File: src/core/tmr_pkg.sv
// package: register map, field layout, encodings and carrier types of the timer block
package tmr_pkg;

  // register index inside one instance; byte address is base + 4 * index
  localparam logic [2:0] TMR_IDX_CTRL0   = 3'h0;
  localparam logic [2:0] TMR_IDX_CTRL1   = 3'h1;
  localparam logic [2:0] TMR_IDX_CNT_LO  = 3'h2;
  localparam logic [2:0] TMR_IDX_CNT_HI  = 3'h3;
  localparam logic [2:0] TMR_IDX_CMPA_LO = 3'h4;
  localparam logic [2:0] TMR_IDX_CMPA_HI = 3'h5;
  localparam logic [2:0] TMR_IDX_PERIOD  = 3'h6;

  // address layout: bits 4..2 index, bit 5 instance, bits 7..6 must be zero
  localparam int unsigned TMR_ADR_IDX_LSB  = 2;
  localparam int unsigned TMR_ADR_INST_BIT = 5;
  localparam int unsigned TMR_ADR_TOP_LSB  = 6;
  localparam logic [7:0]  TMR_INST1_BASE   = 8'h20;

  // control zero fields
  localparam int unsigned TMR_C0_PAUSE  = 7;
  localparam int unsigned TMR_C0_CK_LSB = 4;
  localparam int unsigned TMR_C0_RUN    = 3;
  localparam logic [7:0]  TMR_C0_WIDE_MASK = 8'hF8;

  // control one fields
  localparam int unsigned TMR_C1_MODE_LSB = 6;
  localparam int unsigned TMR_C1_FUNC_LSB = 4;
  localparam int unsigned TMR_C1_INIT     = 3;
  localparam int unsigned TMR_C1_INVERT   = 2;
  localparam int unsigned TMR_C1_SWAP     = 1;
  localparam int unsigned TMR_C1_CLRSEL   = 0;

  localparam logic [7:0]  TMR_REG_RST = 8'h00;
  localparam logic [31:0] TMR_RD_NONE = 32'h0000_0000;

  // prescaler counts
  localparam int unsigned TMR_SYS_DIV  = 4;
  localparam int unsigned TMR_HIGH_DIV_A = 16;
  localparam int unsigned TMR_HIGH_DIV_B = 64;

  typedef enum logic [1:0] {
    TMR_MODE_CMP = 2'b00,
    TMR_MODE_CAP = 2'b01,
    TMR_MODE_PWM = 2'b10,
    TMR_MODE_TMR = 2'b11
  } tmr_mode_t;

  // clock source codes
  localparam logic [2:0] TMR_CK_SYS4  = 3'h0;
  localparam logic [2:0] TMR_CK_SYS   = 3'h1;
  localparam logic [2:0] TMR_CK_HIGH16 = 3'h2;
  localparam logic [2:0] TMR_CK_HIGH64 = 3'h3;
  localparam logic [2:0] TMR_CK_SUB_A = 3'h4;
  localparam logic [2:0] TMR_CK_SUB_B = 3'h5;
  localparam logic [2:0] TMR_CK_EXT_R = 3'h6;
  localparam logic [2:0] TMR_CK_EXT_F = 3'h7;

  typedef struct packed {
    logic        cyc;
    logic        stb;
    logic        we;
    logic [7:0]  adr;
    logic [3:0]  sel;
    logic [31:0] dat;
  } tmr_wb_req_t;

  typedef struct packed {
    logic sys4;
    logic sys;
    logic high16;
    logic high64;
    logic sub;
  } tmr_ticks_t;

endpackage

File: src/core/tmr_top.sv
// timer block: two count-up timer instances behind a classic wishbone slave
`timescale 1ns/10ps

module tmr_chan #(
  parameter int unsigned CW     = 16,
  parameter int unsigned PW     = 8,
  parameter bit          HAS_RP = 1'b1
) (
  input  wire logic                   core_clk,
  input  wire logic                   rst_b,
  input  wire tmr_pkg::tmr_ticks_t    ticks,
  input  wire logic                   ext_pin,
  input  wire logic                   cap_pin,
  input  wire logic                   acc,
  input  wire logic                   we,
  input  wire logic [2:0]             idx,
  input  wire logic [7:0]             wdat,
  output logic      [7:0]             rdat,
  output logic                        wave_ff,
  output logic                        oe_ff,
  output logic                        match_a_ff,
  output logic                        match_p_ff
);
  import tmr_pkg::*;

  logic [7:0]    c0_ff;
  logic [7:0]    c1_ff;
  logic [7:0]    rp_ff;
  logic [7:0]    buf_ff;
  logic [CW-1:0] cnt_ff;
  logic [CW-1:0] compare_value_a_ff;
  logic          run_q_ff;
  logic          lvl_ff;
  logic          pulse_ff;
  logic          ext_s1_ff, ext_s2_ff, ext_s3_ff;
  logic          cap_s1_ff, cap_s2_ff, cap_s3_ff;

  logic          run, pau, run_rise, tick, counting, hit_a, hit_p, clr, p_evt;
  logic          cap_evt, duty_on, nxt_lvl;
  logic [CW-1:0] nxt_cnt;
  logic [15:0]   cnt16, ccra16;
  logic [PW-1:0] prd;
  logic [2:0]    ck;
  logic [1:0]    func;
  tmr_mode_t     mode;

  assign run    = c0_ff[TMR_C0_RUN];
  assign pau    = c0_ff[TMR_C0_PAUSE];
  assign ck     = c0_ff[TMR_C0_CK_LSB +: 3];
  assign mode   = tmr_mode_t'(c1_ff[TMR_C1_MODE_LSB +: 2]);
  assign func   = c1_ff[TMR_C1_FUNC_LSB +: 2];
  assign cnt16  = 16'(cnt_ff);
  assign ccra16 = 16'(compare_value_a_ff);
  assign prd    = HAS_RP ? rp_ff[PW-1:0] : c0_ff[PW-1:0];
  assign run_rise = run & ~run_q_ff;

  // external pins pass three flops; only the second and third feed edge logic
  always_ff @(posedge core_clk) begin
    if (!rst_b) begin
      {ext_s1_ff, ext_s2_ff, ext_s3_ff} <= 3'h0;
      {cap_s1_ff, cap_s2_ff, cap_s3_ff} <= 3'h0;
    end else begin
      {ext_s1_ff, ext_s2_ff, ext_s3_ff} <= {ext_pin, ext_s1_ff, ext_s2_ff};
      {cap_s1_ff, cap_s2_ff, cap_s3_ff} <= {cap_pin, cap_s1_ff, cap_s2_ff};
    end
  end

  always_comb begin
    case (ck)
      TMR_CK_SYS4:   tick = ticks.sys4;
      TMR_CK_SYS:    tick = ticks.sys;
      TMR_CK_HIGH16: tick = ticks.high16;
      TMR_CK_HIGH64: tick = ticks.high64;
      TMR_CK_SUB_A,
      TMR_CK_SUB_B:  tick = ticks.sub;
      TMR_CK_EXT_R:  tick = ext_s2_ff & ~ext_s3_ff;
      TMR_CK_EXT_F:  tick = ~ext_s2_ff & ext_s3_ff;
      default:       tick = 1'b0;
    endcase
  end

  always_comb begin
    case (func)
      2'b00:   cap_evt = cap_s2_ff & ~cap_s3_ff;
      2'b01:   cap_evt = ~cap_s2_ff & cap_s3_ff;
      2'b10:   cap_evt = cap_s2_ff ^ cap_s3_ff;
      default: cap_evt = 1'b0;
    endcase
    cap_evt = cap_evt & (mode == TMR_MODE_CAP) & run;
  end

  assign counting = run & ~pau & tick & ~run_rise;
  assign nxt_cnt  = cnt_ff + CW'(1);
  assign hit_a    = counting & (nxt_cnt == compare_value_a_ff);
  // a zero period code matches only when the counter wraps to zero
  assign hit_p    = counting & ((prd != '0) ?
                    (nxt_cnt[CW-1 -: PW] == prd && nxt_cnt[CW-PW-1:0] == '0) :
                    (nxt_cnt == '0));

  always_comb begin
    case (mode)
      TMR_MODE_PWM: clr = c1_ff[TMR_C1_SWAP] ? hit_a : hit_p;
      TMR_MODE_CAP: clr = hit_p;
      default:      clr = c1_ff[TMR_C1_CLRSEL] ? hit_a : hit_p;
    endcase
  end

  // with A selected as clear source no P event is reported in compare/timer modes
  assign p_evt = hit_p & ~(c1_ff[TMR_C1_CLRSEL] &
                 (mode == TMR_MODE_CMP || mode == TMR_MODE_TMR));

  always_ff @(posedge core_clk) begin
    if (!rst_b) begin
      cnt_ff   <= '0;
      run_q_ff <= 1'b0;
    end else begin
      run_q_ff <= run;
      if (run_rise)
        cnt_ff <= '0;
      else if (counting && clr)
        cnt_ff <= '0;
      else if (counting)
        cnt_ff <= nxt_cnt;
    end
  end

  always_ff @(posedge core_clk) begin
    if (!rst_b) begin
      match_a_ff <= 1'b0;
      match_p_ff <= 1'b0;
    end else begin
      match_a_ff <= hit_a;
      match_p_ff <= p_evt;
    end
  end

  // register writes and the shared low-byte buffer
  always_ff @(posedge core_clk) begin
    if (!rst_b) begin
      c0_ff   <= TMR_REG_RST;
      c1_ff   <= TMR_REG_RST;
      rp_ff   <= TMR_REG_RST;
      buf_ff  <= TMR_REG_RST;
      compare_value_a_ff <= '0;
    end else begin
      if (acc && we) begin
        case (idx)
          TMR_IDX_CTRL0:   c0_ff <= HAS_RP ? (wdat & TMR_C0_WIDE_MASK) : wdat;
          TMR_IDX_CTRL1:   c1_ff <= wdat;
          TMR_IDX_CMPA_LO: buf_ff <= wdat;
          TMR_IDX_CMPA_HI: compare_value_a_ff <= CW'({wdat, buf_ff});
          TMR_IDX_PERIOD:  rp_ff <= HAS_RP ? wdat : TMR_REG_RST;
          default: ;
        endcase
      end else if (acc) begin
        if (idx == TMR_IDX_CNT_HI)
          buf_ff <= cnt16[7:0];
        else if (idx == TMR_IDX_CMPA_HI)
          buf_ff <= ccra16[7:0];
      end
      // a bus write to the compare high byte wins over a capture in the same cycle
      if (cap_evt && !(acc && we && idx == TMR_IDX_CMPA_HI))
        compare_value_a_ff <= cnt_ff;
    end
  end

  always_comb begin
    case (idx)
      TMR_IDX_CTRL0:   rdat = c0_ff;
      TMR_IDX_CTRL1:   rdat = c1_ff;
      TMR_IDX_CNT_LO:  rdat = buf_ff;
      TMR_IDX_CNT_HI:  rdat = cnt16[15:8];
      TMR_IDX_CMPA_LO: rdat = buf_ff;
      TMR_IDX_CMPA_HI: rdat = ccra16[15:8];
      TMR_IDX_PERIOD:  rdat = HAS_RP ? rp_ff : TMR_REG_RST;
      default:         rdat = TMR_REG_RST;
    endcase
  end

  // pwm duty: compare A is duty unless the swap bit hands duty to the period code
  assign duty_on = c1_ff[TMR_C1_SWAP] ? (cnt_ff[CW-1 -: PW] < prd) : (cnt_ff < compare_value_a_ff);

  always_comb begin
    nxt_lvl = lvl_ff;
    case (mode)
      TMR_MODE_CMP: begin
        if (run_rise)
          nxt_lvl = c1_ff[TMR_C1_INIT];
        else if (hit_a) begin
          case (func)
            2'b01:   nxt_lvl = 1'b0;
            2'b10:   nxt_lvl = 1'b1;
            2'b11:   nxt_lvl = ~lvl_ff;
            default: nxt_lvl = lvl_ff;
          endcase
        end
      end
      TMR_MODE_PWM: begin
        case (func)
          2'b00:   nxt_lvl = ~c1_ff[TMR_C1_INIT];
          2'b01:   nxt_lvl = c1_ff[TMR_C1_INIT];
          2'b10:   nxt_lvl = (run && duty_on) ? c1_ff[TMR_C1_INIT] : ~c1_ff[TMR_C1_INIT];
          default: nxt_lvl = pulse_ff ? c1_ff[TMR_C1_INIT] : ~c1_ff[TMR_C1_INIT];
        endcase
      end
      default: nxt_lvl = lvl_ff;
    endcase
  end

  // single pulse: active from the run rise to the next A match
  always_ff @(posedge core_clk) begin
    if (!rst_b)
      pulse_ff <= 1'b0;
    else if (run_rise)
      pulse_ff <= 1'b1;
    else if (hit_a || !run)
      pulse_ff <= 1'b0;
  end

  always_ff @(posedge core_clk) begin
    if (!rst_b) begin
      lvl_ff  <= 1'b0;
      wave_ff <= 1'b0;
      oe_ff   <= 1'b0;
    end else begin
      lvl_ff  <= nxt_lvl;
      // pin follows one cycle behind the level; inversion is off in timer mode
      wave_ff <= lvl_ff ^ (c1_ff[TMR_C1_INVERT] & (mode != TMR_MODE_TMR));
      oe_ff   <= (mode == TMR_MODE_CMP) || (mode == TMR_MODE_PWM);
    end
  end
endmodule

module tmr_top (
  input  wire logic                  core_clk,
  input  wire logic                  rst_b,
  input  wire tmr_pkg::tmr_wb_req_t  wb_req,
  output logic [31:0]                wb_dat_r_ff,
  output logic                       wb_ack_ff,
  input  wire logic                  high_clk_tick,
  input  wire logic                  sub_clk_pin,
  input  wire logic [1:0]            ext_clk_pin,
  input  wire logic [1:0]            cap_pin,
  output logic [1:0]                 wave_out,
  output logic [1:0]                 wave_oe,
  output logic [1:0]                 match_a_pulse,
  output logic [1:0]                 match_p_pulse
);
  import tmr_pkg::*;

  logic [1:0]  sys_div_ff;
  logic [5:0]  high_div_ff;
  logic        sub_s1_ff, sub_s2_ff, sub_s3_ff;
  tmr_ticks_t  ticks;
  logic        acc, mapped, inst, wr_ok;
  logic [2:0]  idx;
  logic [7:0]  rdat [2];
  logic [1:0]  acc_ch;

  // prescalers; high clock arrives as a one-cycle enable from same-domain logic
  always_ff @(posedge core_clk) begin
    if (!rst_b) begin
      sys_div_ff  <= 2'h0;
      high_div_ff <= 6'h00;
      {sub_s1_ff, sub_s2_ff, sub_s3_ff} <= 3'h0;
    end else begin
      sys_div_ff <= sys_div_ff + 2'h1;
      if (high_clk_tick)
        high_div_ff <= high_div_ff + 6'h01;
      {sub_s1_ff, sub_s2_ff, sub_s3_ff} <= {sub_clk_pin, sub_s1_ff, sub_s2_ff};
    end
  end

  assign ticks.sys4   = (sys_div_ff == 2'(TMR_SYS_DIV - 1));
  assign ticks.sys    = 1'b1;
  assign ticks.high16 = high_clk_tick && (high_div_ff[3:0] == 4'(TMR_HIGH_DIV_A - 1));
  assign ticks.high64 = high_clk_tick && (high_div_ff == 6'(TMR_HIGH_DIV_B - 1));
  assign ticks.sub    = sub_s2_ff & ~sub_s3_ff;

  // one access per request, done on the edge that raises ack
  assign acc    = wb_req.cyc & wb_req.stb & ~wb_ack_ff;
  assign inst   = wb_req.adr[TMR_ADR_INST_BIT];
  assign idx    = wb_req.adr[TMR_ADR_IDX_LSB +: 3];
  assign mapped = (wb_req.adr[TMR_ADR_TOP_LSB +: 2] == 2'h0) && (wb_req.adr[1:0] == 2'h0) &&
                  (idx <= TMR_IDX_PERIOD) && (inst || idx != TMR_IDX_PERIOD);
  // a write without byte lane 0 is acked but must not fall through as a latching read
  assign wr_ok  = ~wb_req.we | wb_req.sel[0];
  assign acc_ch = {acc & mapped & wr_ok & inst, acc & mapped & wr_ok & ~inst};

  always_ff @(posedge core_clk) begin
    if (!rst_b) begin
      wb_ack_ff   <= 1'b0;
      wb_dat_r_ff <= TMR_RD_NONE;
    end else begin
      wb_ack_ff   <= acc;
      // unmapped addresses are acknowledged and read as zero
      wb_dat_r_ff <= (acc && mapped && !wb_req.we) ? {24'h000000, rdat[inst]} : TMR_RD_NONE;
    end
  end

  // instance 0 narrow counter with period code in control zero, instance 1 wide
  for (genvar g = 0; g < 2; g++) begin : g_ch
    tmr_chan #(
      .CW     (g == 0 ? 10 : 16),
      .PW     (g == 0 ? 3 : 8),
      .HAS_RP (g != 0)
    ) u_ch (
      .core_clk   (core_clk),
      .rst_b      (rst_b),
      .ticks      (ticks),
      .ext_pin    (ext_clk_pin[g]),
      .cap_pin    (cap_pin[g]),
      .acc        (acc_ch[g]),
      .we         (wb_req.we & wb_req.sel[0]),
      .idx        (idx),
      .wdat       (wb_req.dat[7:0]),
      .rdat       (rdat[g]),
      .wave_ff    (wave_out[g]),
      .oe_ff      (wave_oe[g]),
      .match_a_ff (match_a_pulse[g]),
      .match_p_ff (match_p_pulse[g])
    );
  end
endmodule

File: config.mk
export PLATFORM = sky130hd
export DESIGN_NAME = tmr_top
export DESIGN_NICKNAME = d
export VERILOG_FILES = /design/src/core/tmr_pkg.sv /design/src/core/tmr_top.sv
export SDC_FILE = /design/constraint.sdc
export NUM_CORES = 1
export LEC_CHECK = 0
export ABC_CLOCK_PERIOD_IN_PS = 3200
export BUFFER_PORTS_ARGS = -buffer_cell sky130_fd_sc_hd__buf_2
export CAP_MARGIN = 20
export CELL_PAD_IN_SITES_DETAIL_PLACEMENT = 1
export CELL_PAD_IN_SITES_GLOBAL_PLACEMENT = 1
export CORE_MARGIN = 5
export CORE_UTILIZATION = 45
export DETAILED_ROUTE_END_ITERATION = 8
export PLACE_DENSITY = 0.86
export SLEW_MARGIN = 40
export SYNTH_ARGS = -nofsm -noshare
export SYNTH_HDL_FRONTEND = slang
export SYNTH_SLANG_ARGS = --single-unit
export TNS_END_PERCENT = 20
File: constraint.sdc
create_clock -name core_clk -period 3.2 [get_ports core_clk]
set_input_delay 0.32 -clock core_clk [delete_from_list [all_inputs] [get_ports core_clk]]
set_output_delay 0.32 -clock core_clk [all_outputs]
set_load 0.02 [all_outputs]
# Word level (Yosys, flattened, before mapping)
# Index checks and enable logic that the tools add are counted.
[word_totals]
mem_bits_rw = 0
rom_bits = 0
reg_bits = 175
wordCells = 299
output_inout_bits = 41
mem_count = 0
latchBits = 0
inputBits = 55
[op_classes]
n_lt_le_gt_ge = 6
div_mod_pow = 0
n_reduce_logical = 75
n_eq_ne = 48
bitwise_logic = 69
n_mux = 52
add_sub_neg = 4
shift = 0
n_mul = 0
[op_table]
columns = ["operator", "count"]
rows = [
  ["8-bit 2-to-1 mux", 12],
  ["16-bit 2-to-1 mux", 3],
  ["8-bit case mux with 6 select lines", 1],
  ["8-bit case mux with 5 select lines", 1],
  ["1-bit bitwise AND", 38],
  ["3-bit == test, second input constant", 11],
  ["10-bit 2-to-1 mux", 3],
  ["1-bit NOT", 25],
  ["1-bit 2-to-1 mux", 20],
  ["2-bit nonzero test", 10],
  ["1-bit logical AND", 19],
  ["2-bit == test, second input constant", 9],
  ["3-bit by 2-bit == test with 1-bit output, second input constant", 6],
  ["1-bit case mux with 3 select lines", 6],
  ["16-bit by 1-bit adder with 16-bit output, second input constant", 1],
  ["16-bit == test", 1],
  ["16-bit logical NOT", 1],
  ["16-bit less-than comparator", 1],
  ["2-bit AND reduction", 8],
  ["1-bit case mux with 7 select lines", 2],
  ["2-bit logical NOT", 6],
  ["3-bit AND reduction", 4],
  ["10-bit by 1-bit adder with 10-bit output, second input constant", 1],
  ["10-bit == test", 1],
  ["other kinds (31)", 64],
]

# Logic depth before layout (Yosys ltp)
# Gate-level depths: netlist (run 1).
[depth]
depth_word = 13
mapped_depth = 12
ltp_nobuf = 10

# By module
# Synthesis (run 1) repeated with hierarchy kept, for this count alone.
[unflattened]
cells_unflattened = 1290
hier_area_um2 = 10722.8
[by_module_without_submodules]
columns = ["mod", "n_inst", "area_per_inst_um2", "cells_per_inst", "seq_area_each_um2"]
rows = [
  ["tmr_chan (g_ch[1].u_ch)", 1, 6010.8, 746, 1481.4],
  ["tmr_chan (g_ch[0].u_ch)", 1, 3722.3, 441, 1141.1],
  ["tmr_top", 1, 989.7, 103, 400.4],
]

# Worst setup path before layout (run 1)
# OpenSTA, ideal clock, no wires.
[synth_path]
path_kind = "flip-flop to flip-flop"
from = "register g_ch[1].u_ch.cnt_ff[1]"
to = "register g_ch[1].u_ch.cnt_ff[12]"
setup_ps = 115
arrival_time_ps = 2474
synth_period_minus_slack_ps = 2589
slack_ps = 611
required_time_ps = 3085
path_stages_with_launch = 12
n_path_buf = 2
path_cell_list = "dfxtp_1 > ha_1 > clkbuf_1 > nand3b_1 > a22oi_1 > o32ai_1 > a311o_1 > nor4_4 > nand4_2 > o2111ai_4 > buf_6 > nor2_1"
[synth_via]
elab_chain_len = 9
elab_cells_between_ends = 14
classes_between = "1 x add/sub; 2 x eq/ne; 4 x mux; 2 x bitwise; 5 x reduce/logical"
[synth_lines]
columns = ["item", "line", "rtl"]
rows = [
  ["start, declared", "tmr_top.sv:30", "logic [CW-1:0] cnt_ff;"],
  ["start signal, assigned", "tmr_top.sv:123", "cnt_ff <= nxt_cnt;"],
  ["16-bit by 1-bit adder with 16-bit output (*)", "tmr_top.sv:93", "assign nxt_cnt = cnt_ff + CW'(1);"],
  ["8-bit == test / 8-bit logical NOT (equally long branches)", "tmr_top.sv:97", "(nxt_cnt[CW-1 -: PW] == prd && nxt_cnt[CW-PW-1:0] == '0) :"],
  ["1-bit logical AND", "tmr_top.sv:97", ""],
  ["1-bit 2-to-1 mux", "tmr_top.sv:96", "assign hit_p = counting & ((prd != '0) ?"],
  ["1-bit bitwise AND", "tmr_top.sv:96", ""],
  ["1-bit 2-to-1 mux (on tied branches)", "tmr_top.sv:104, tmr_top.sv:102", ""],
  ["1-bit case mux with 2 select lines", "tmr_top.sv:101", "case (mode)"],
  ["1-bit logical AND", "tmr_top.sv:120", "else if (counting && clr)"],
  ["3-bit OR reduction (no line)", "n/a", ""],
]
# Mark *: on every way between the ends. The rest lies on a longest branch, timed or not.
# A chain may end at the register's enable or synchronous reset.

# Final worst setup path (run 1)
[layout_path]
from = "register g_ch[1].u_ch.cnt_ff[0]"
to = "register g_ch[1].u_ch.cnt_ff[3]"
# Same word-level chain as after synthesis.

==> metrics, run 1 <==
post-synth design cell area between 9000 and 10,000 um2; run status finished clean; number of placed I/O pins 96; final clock skew between 10 and 15 ps; total die area between 20,000 and 25,000 um2; die span in y about 160 um; hold violation count in the final report 0; CTS HTree Levels 4; vias in the first global route around 9,000; FP Rows 53; Max Cap Viol 0; residual DRC count 0; number of I/O port buffers 44; most area-hungry cell type in the Yosys netlist dfxtp_1; setup repair after global routing missed its margin false; Final ANT Viol Nets 0; worst skew pair latency around 430 ps; highest achievable clock rate ~0.34 GHz; share of synthesized flip-flops with an asynchronous set or reset 0%; clock buffers created by TritonCTS 17; Worst Setup Path Type reg -> reg; Mapped Avg Cell Area approximately 8 um2; Synth area leaders dfxtp_1 31%, mux2i_1 7.2%, ha_1 6.9%; core area approximately 21,000 um2; TritonCTS clock tree built; net count of the finished layout around 1,300; Critical Path End Type flop; leakage power of the design roughly 0.0041 uW; initial core utilization between 40 and 50%; wire length of the first global-routing pass a little over 50 mm; number of antenna violations at the first check in global routing 1; Critical-path top delay cell dfxtp_1; Yosys top cell area share roughly a third; total clock sinks between 150 and 200; clock root buffer clkbuf_16; GRT Residual Overflow 0; sequential area share after synthesis 31.4%; startpoint types flop; Worst Tran Pin Value about 780 ps; minimum period implied by the final worst setup slack 2950 ps; final setup violating endpoints 0; buffer levels on the longest clock path 2; Req. time, crit path roughly 3500 ps; overall fraction of global-route tracks in use roughly a quarter; clock slew at the register clock pins of the worst setup and hold paths about 60 ps; maximum vdd ir drop 0.263 mV; placed cell count between 1,000 and 1,500; HP Class in -> reg; pin count of the biggest net entering global routing 60; power density of the placed cells around 390 nW/um2; share of final-layout standard cells stronger than drive strength 1 a little over a tenth; Total Neg Setup Slack 0 ps; Finished Layout Cells ~1,500; sum of buffers and inverters on the critical path 2; drt wl/cell 20.9 um; via total after detailed routing 9,093; cell count after synthesis around 1,200; leading register cell type out of synthesis dfxtp_1; stage delay of the slowest cell on the critical path a little under 400 ps; critical path data arrival time between 3000 and 4000 ps; HPWL after detailed placement roughly 23 mm; synthesized flop and latch total 151; Layout area overhead 10.4%; crit share post-route around 90%; area occupied by multi-input gates 5910 um2; register area between 3000 and 4000 um2; DRT Pass-1 Iters 5; Placer Congestion roughly 0.93; EDFF count, synth 0; cell family with the largest share of critical-path delay compound AO/OA/AOI/OAI gates; Slew Limit Fails 0; Slew Limit Headroom 47.7%; number of distinct library cell variants in the gate-level netlist after synthesis 75; crit-path cells ha_1, buf_4, o21ba_2, a22oi_1, o32ai_1, a311o_1, nor4_4, nand4_2, o2111ai_4, buf_12, nor2_1; die width 156 um; number of inserted filler cells in the final layout between 2,000 and 3,000; CP max FO 16; detailed router's first-iteration violation count between 700 and 800; number of synthesis warnings 0; post-detailed-routing wire length approximately 32 mm; post-DR vias/cell about 6
cell usage after synthesis, types with 4 or more instances:
cell type / number
a21boi_0: 4
nand2_1: 109
a22oi_1: 9
clkbuf_1: 51
nand3b_1: 7
and4_1: 6
nor3_1: 18
a21oi_1: 71
nor2b_1: 5
mux2i_1: 69
o21ai_0: 33
nand3_1: 39
a31oi_1: 12
a21o_1: 9
ha_1: 53
a221oi_1: 14
inv_1: 56
buf_2: 17
and2_1: 23
xnor2_1: 47
o21a_1: 5
a22o_1: 6
buf_4: 32
o22ai_1: 7
nand4b_1: 4
nor2_1: 162
buf_1: 7
and3_1: 7
a211oi_1: 40
a211o_1: 5
xor2_1: 28
o211ai_1: 8
dfxtp_1: 151
nand2b_1: 11
nor4_1: 9
nand4_1: 13
or3_1: 4
state kept, by name (all words and copies together), names as in the netlist, 6 cells and up:
signal                        flops
g_ch.u_ch.buf_ff                 16
g_ch.u_ch.c0_ff                  13
g_ch.u_ch.c1_ff                  16
g_ch.u_ch.ccra16                 16
g_ch.u_ch.cnt16                  16
g_ch.u_ch.cnt_ff                 10
g_ch.u_ch.compare_value_a_ff     10
g_ch.u_ch.prd                     8
high_div_ff                       6
wb_dat_r_ff                       8
where the power goes:
part / leakage, uW / switching, uW / internal, uW
Sequential: 0.00122 / 7.40 / 1890
Combinational: 0.00263 / 165 / 56.3
Clock: 0.000281 / 858 / 1160
placed cells by master (no fill, tap or decap), types with 23 or more instances in the layout:
master,n
a211oi_1,40
a21oi_1,71
and2_1,23
buf_2,44
buf_4,39
conb_1,24
dfxtp_1,151
ha_1,53
inv_1,56
mux2i_1,69
nand2_1,109
nand3_1,39
nor2_1,162
o21ai_0,33
xnor2_1,47
xor2_1,28
worst reg2reg max path: cells and delay by family (launching register included):
kind | cells | cell delay (ps)
AOI/OAI and AO/OA | 5 | 1210
and+or+nand+nor | 3 | 640
DFF | 1 | 390
buffers and inverters | 2 | 360
adders and majority gates | 1 | 260
path summary, 6_finish.rpt:
check | startpoint | end | slack, ps | cells after the start
setup / recovery | g_ch[1].u_ch.cnt16[0] | g_ch[1].u_ch.cnt16[3] | 250 | 11
hold / removal | ext_clk_pin[0] | g_ch[0].u_ch.ext_s1_ff | 90 | 2
setup reg to reg | g_ch[1].u_ch.cnt16[0] | g_ch[1].u_ch.cnt16[3] | 250 | 11
hold reg to reg | g_ch[1].u_ch.ext_s1_ff | g_ch[1].u_ch.ext_s2_ff | 430 | 1
what timing repair did:
item,4_1_cts,5_1_grt
hold buffers,0,0
gates resized for setup,0,3
buffers inserted,0,0
endpoints found under the setup margin,0,26
kinds of logic (layout without fill, tap and decap cells):
family / count (synthesis) / after routing / synth area share, %
fa+ha+maj: 53 / 53 / 6.90
compound gates: 253 / 253 / 17.8
xor+xnor: 75 / 75 / 6.83
buf+inv: 167 / 173 / 8.16
simple gates: 436 / 436 / 21.6
other cells: 1 / 25 / 0.0390
mux: 69 / 69 / 7.18
flops: 151 / 151 / 31.4
area by class of cell:
| cell class | count | area share (%) |
|---|---|---|
| Inverter | 57 | 2.02 |
| Tap cell | 275 | 3.24 |
| Antenna cell | 1 | 0.0236 |
| Clock buffer | 18 | 4.14 |
| Clock inverter | 13 | 1.24 |
| Sequential cell | 151 | 28.5 |
| Timing Repair Buffer | 85 | 5.21 |
| Multi-Input combinational cell | 910 | 55.7 |
per-layer routing:
layer	global-route usage (%)	wire (um)	up-vias
met2	42.3	14600	341
met5	0	0	-
met3	5.63	2370	85
li1	-	-	4193
met4	10.9	1020	0
met1	33.2	13600	4474
metrics by stage:
stage	power, uW	hold WS (ps)	setup WS [ps]	cell area, um2	util [%]
detailed placement	2160	413	287	10000	47.7
floorplan	2100	399	611	9700	-
global route	4250	85.0	39.7	10600	50.5
global placement	2150	408	419	10000	47.7
finish	4140	93.4	246	10600	50.5
CTS	4150	81.4	222	10600	50.4
Power figures use the tool's default switching activity.
==> run 2, diff against run 1 <==
--- a/config.mk
+++ b/config.mk
@@ -5,15 +5,15 @@
 export SDC_FILE = /design/constraint.sdc
 export NUM_CORES = 1
 export LEC_CHECK = 0
-export ABC_CLOCK_PERIOD_IN_PS = 3200
+export ABC_CLOCK_PERIOD_IN_PS = 2500
 export BUFFER_PORTS_ARGS = -buffer_cell sky130_fd_sc_hd__buf_2
 export CAP_MARGIN = 20
 export CELL_PAD_IN_SITES_DETAIL_PLACEMENT = 1
 export CELL_PAD_IN_SITES_GLOBAL_PLACEMENT = 1
 export CORE_MARGIN = 5
-export CORE_UTILIZATION = 45
+export CORE_UTILIZATION = 41
 export DETAILED_ROUTE_END_ITERATION = 8
-export PLACE_DENSITY = 0.86
+export PLACE_DENSITY = 0.83
 export SLEW_MARGIN = 40
 export SYNTH_ARGS = -nofsm -noshare
 export SYNTH_HDL_FRONTEND = slang
==> constraint.sdc (replaced) <==
create_clock -name core_clk -period 2.5 [get_ports core_clk]
set_input_delay 0.25 -clock core_clk [delete_from_list [all_inputs] [get_ports core_clk]]
set_output_delay 0.25 -clock core_clk [all_outputs]
set_load 0.02 [all_outputs]
==> metrics, run 2 (same netlist as run 1, synthesis figures left out) <==
run status finished, violations left; failing checks setup timing; clock buffers created by TritonCTS 17; drt wl/cell 20.9 um; highest achievable clock rate around 0.36 GHz; Slew Limit Fails 0; total die area roughly 27,000 um2; die width approximately 160 um; overall fraction of global-route tracks in use between 20% and 30%; wire length of the first global-routing pass between 50 and 60 mm; startpoint of the worst register-to-register path g_ch[1].u_ch.cnt16[0]; vias in the first global route 9,904; HP Class in -> reg; number of I/O port buffers 44; Max Cap Viol 0; Critical Path End Type flop; startpoint types flop; minimum period implied by the final worst setup slack between 2000 and 3000 ps; Total Neg Setup Slack -5740 ps; number of placed I/O pins 96; CP max FO 16; Worst Slack Setup Final -265 ps; number of antenna violations at the first check in global routing 0; pin count of the biggest net entering global routing 96; post-detailed-routing wire length ~35 mm; leakage power of the design around 0.0047 uW; total chip power 5450 uW; net count of the finished layout ~1,400; core area roughly 23,000 um2; Slew Limit Headroom 47.0%; final clock skew 11.0 ps; total clock sinks about 150; initial core utilization around two fifths; Worst Setup Path Type reg -> reg; power density of the placed cells roughly 470 nW/um2; detailed router's first-iteration violation count about 870; worst skew pair latency ~440 ps; TritonCTS clock tree built; Placer Congestion slightly above 0.9; final setup violating endpoints 28; GRT Residual Overflow 0; Ant. Diodes 0; DRT Pass-1 Iters 6; clock root buffer clkbuf_16; FP Rows 56; launching element of the worst setup path g_ch[1].u_ch.cnt16[0]; worst hold margin 17.7 ps; hold-fix buffers at CTS 0; clock slew at the register clock pins of the worst setup and hold paths approximately 70 ps; Layout area overhead 20.4%; final standard cell utilization of the core 49.7%; commonest cells after routing, fill and taps aside 162 x nor2_1, 142 x dfxtp_1, 142 x buf_4; critical path data arrival time about 3100 ps; HPWL after detailed placement 24.5 mm; maximum vdd ir drop ~0.44 mV; CTS HTree Levels 4; post-DR vias/cell slightly below 6; commonest non-fill, non-tap cell in the layout nor2_1; Req. time, crit path about 2800 ps; residual DRC count 0; share of final-layout standard cells stronger than drive strength 1 19.3%; setup repair after global routing missed its margin true; Final ANT Viol Nets 0; start point of the worst hold path cap_pin[0]; via total after detailed routing 9,577; hold violation count in the final report 0; buffer levels on the longest clock path 2; crit share post-route 111%; Worst Tran Pin Value approximately 790 ps; die span in y around 160 um
-- run 2: changes by cell type in the layout (fill, tap and decap cells not counted), sizes merged --
cell / previous run / this run
clkinvlp: 2 / 0
buf: 85 / 189
inv: 58 / 68
diode: 1 / 0
clkinv: 8 / 2
clkbuf: 18 / 17
-- run 2: per-stage QoR --
step | instances | setup WS, ps | cell area, um2
after floorplan | 1228 | -15.4 | 9730
after global routing | 1658 | -367 | 11600
final | 1658 | -265 | 11600
after CTS | 1658 | -257 | 11500
after global placement | 1625 | -194 | 10900
after detailed placement | 1625 | -248 | 10900
-- run 2: metal layers --
| layer | global-route usage, % | vias up | wire (um) |
|---|---|---|---|
| li1 | - | 4413 | - |
| met1 | 32.9 | 4724 | 14700 |
| met2 | 43.7 | 355 | 16400 |
| met3 | 4.49 | 85 | 2350 |
| met4 | 9.00 | 0 | 1100 |
| met5 | 0 | - | 0 |
-- run 2: what timing repair did --
item,4_1_cts,5_1_grt
pin swaps,5,4
setup endpoints to repair,30,31
setup buffers,1,0
resized for setup,12,11
-- run 2: worst max-delay path, cell delays in order (launching register included) --
cell and delay [ps]:
dfxtp_4 380, ha_4 180, nand3_2 100, or4_4 430
and2_4 180, a221o_1 340, nor4_4 350, nand4_2 190
o2111ai_4 260, buf_12 180, nor2_1 70
-- run 2: worst paths after layout --
check	endpoint	slack [ps]	cells after the start
worst max register to register	g_ch[1].u_ch.cnt16[11]	-270	10
worst max-delay path	g_ch[1].u_ch.cnt16[11]	-270	10
worst min register to register	sub_s2_ff	440	1
worst min-delay path	g_ch[0].u_ch.cap_s1_ff	20	2
-- run 2: area by class of cell --
cell class,count,area (um2)
inverter,57,214
sequential,151,3040
clock inverter,15,179
clock buffer,17,425
timing repair buffer,189,1350
fill,2819,11700
tap,319,399
multi-input combinational,910,5970
-- run 2: power breakdown --
group	switching, uW	leakage, uW	internal, uW	total, uW
Sequential	8.41	0.00123	2420	2430
Combinational	214	0.00316	81.6	296
Clock	1210	0.000303	1520	2730
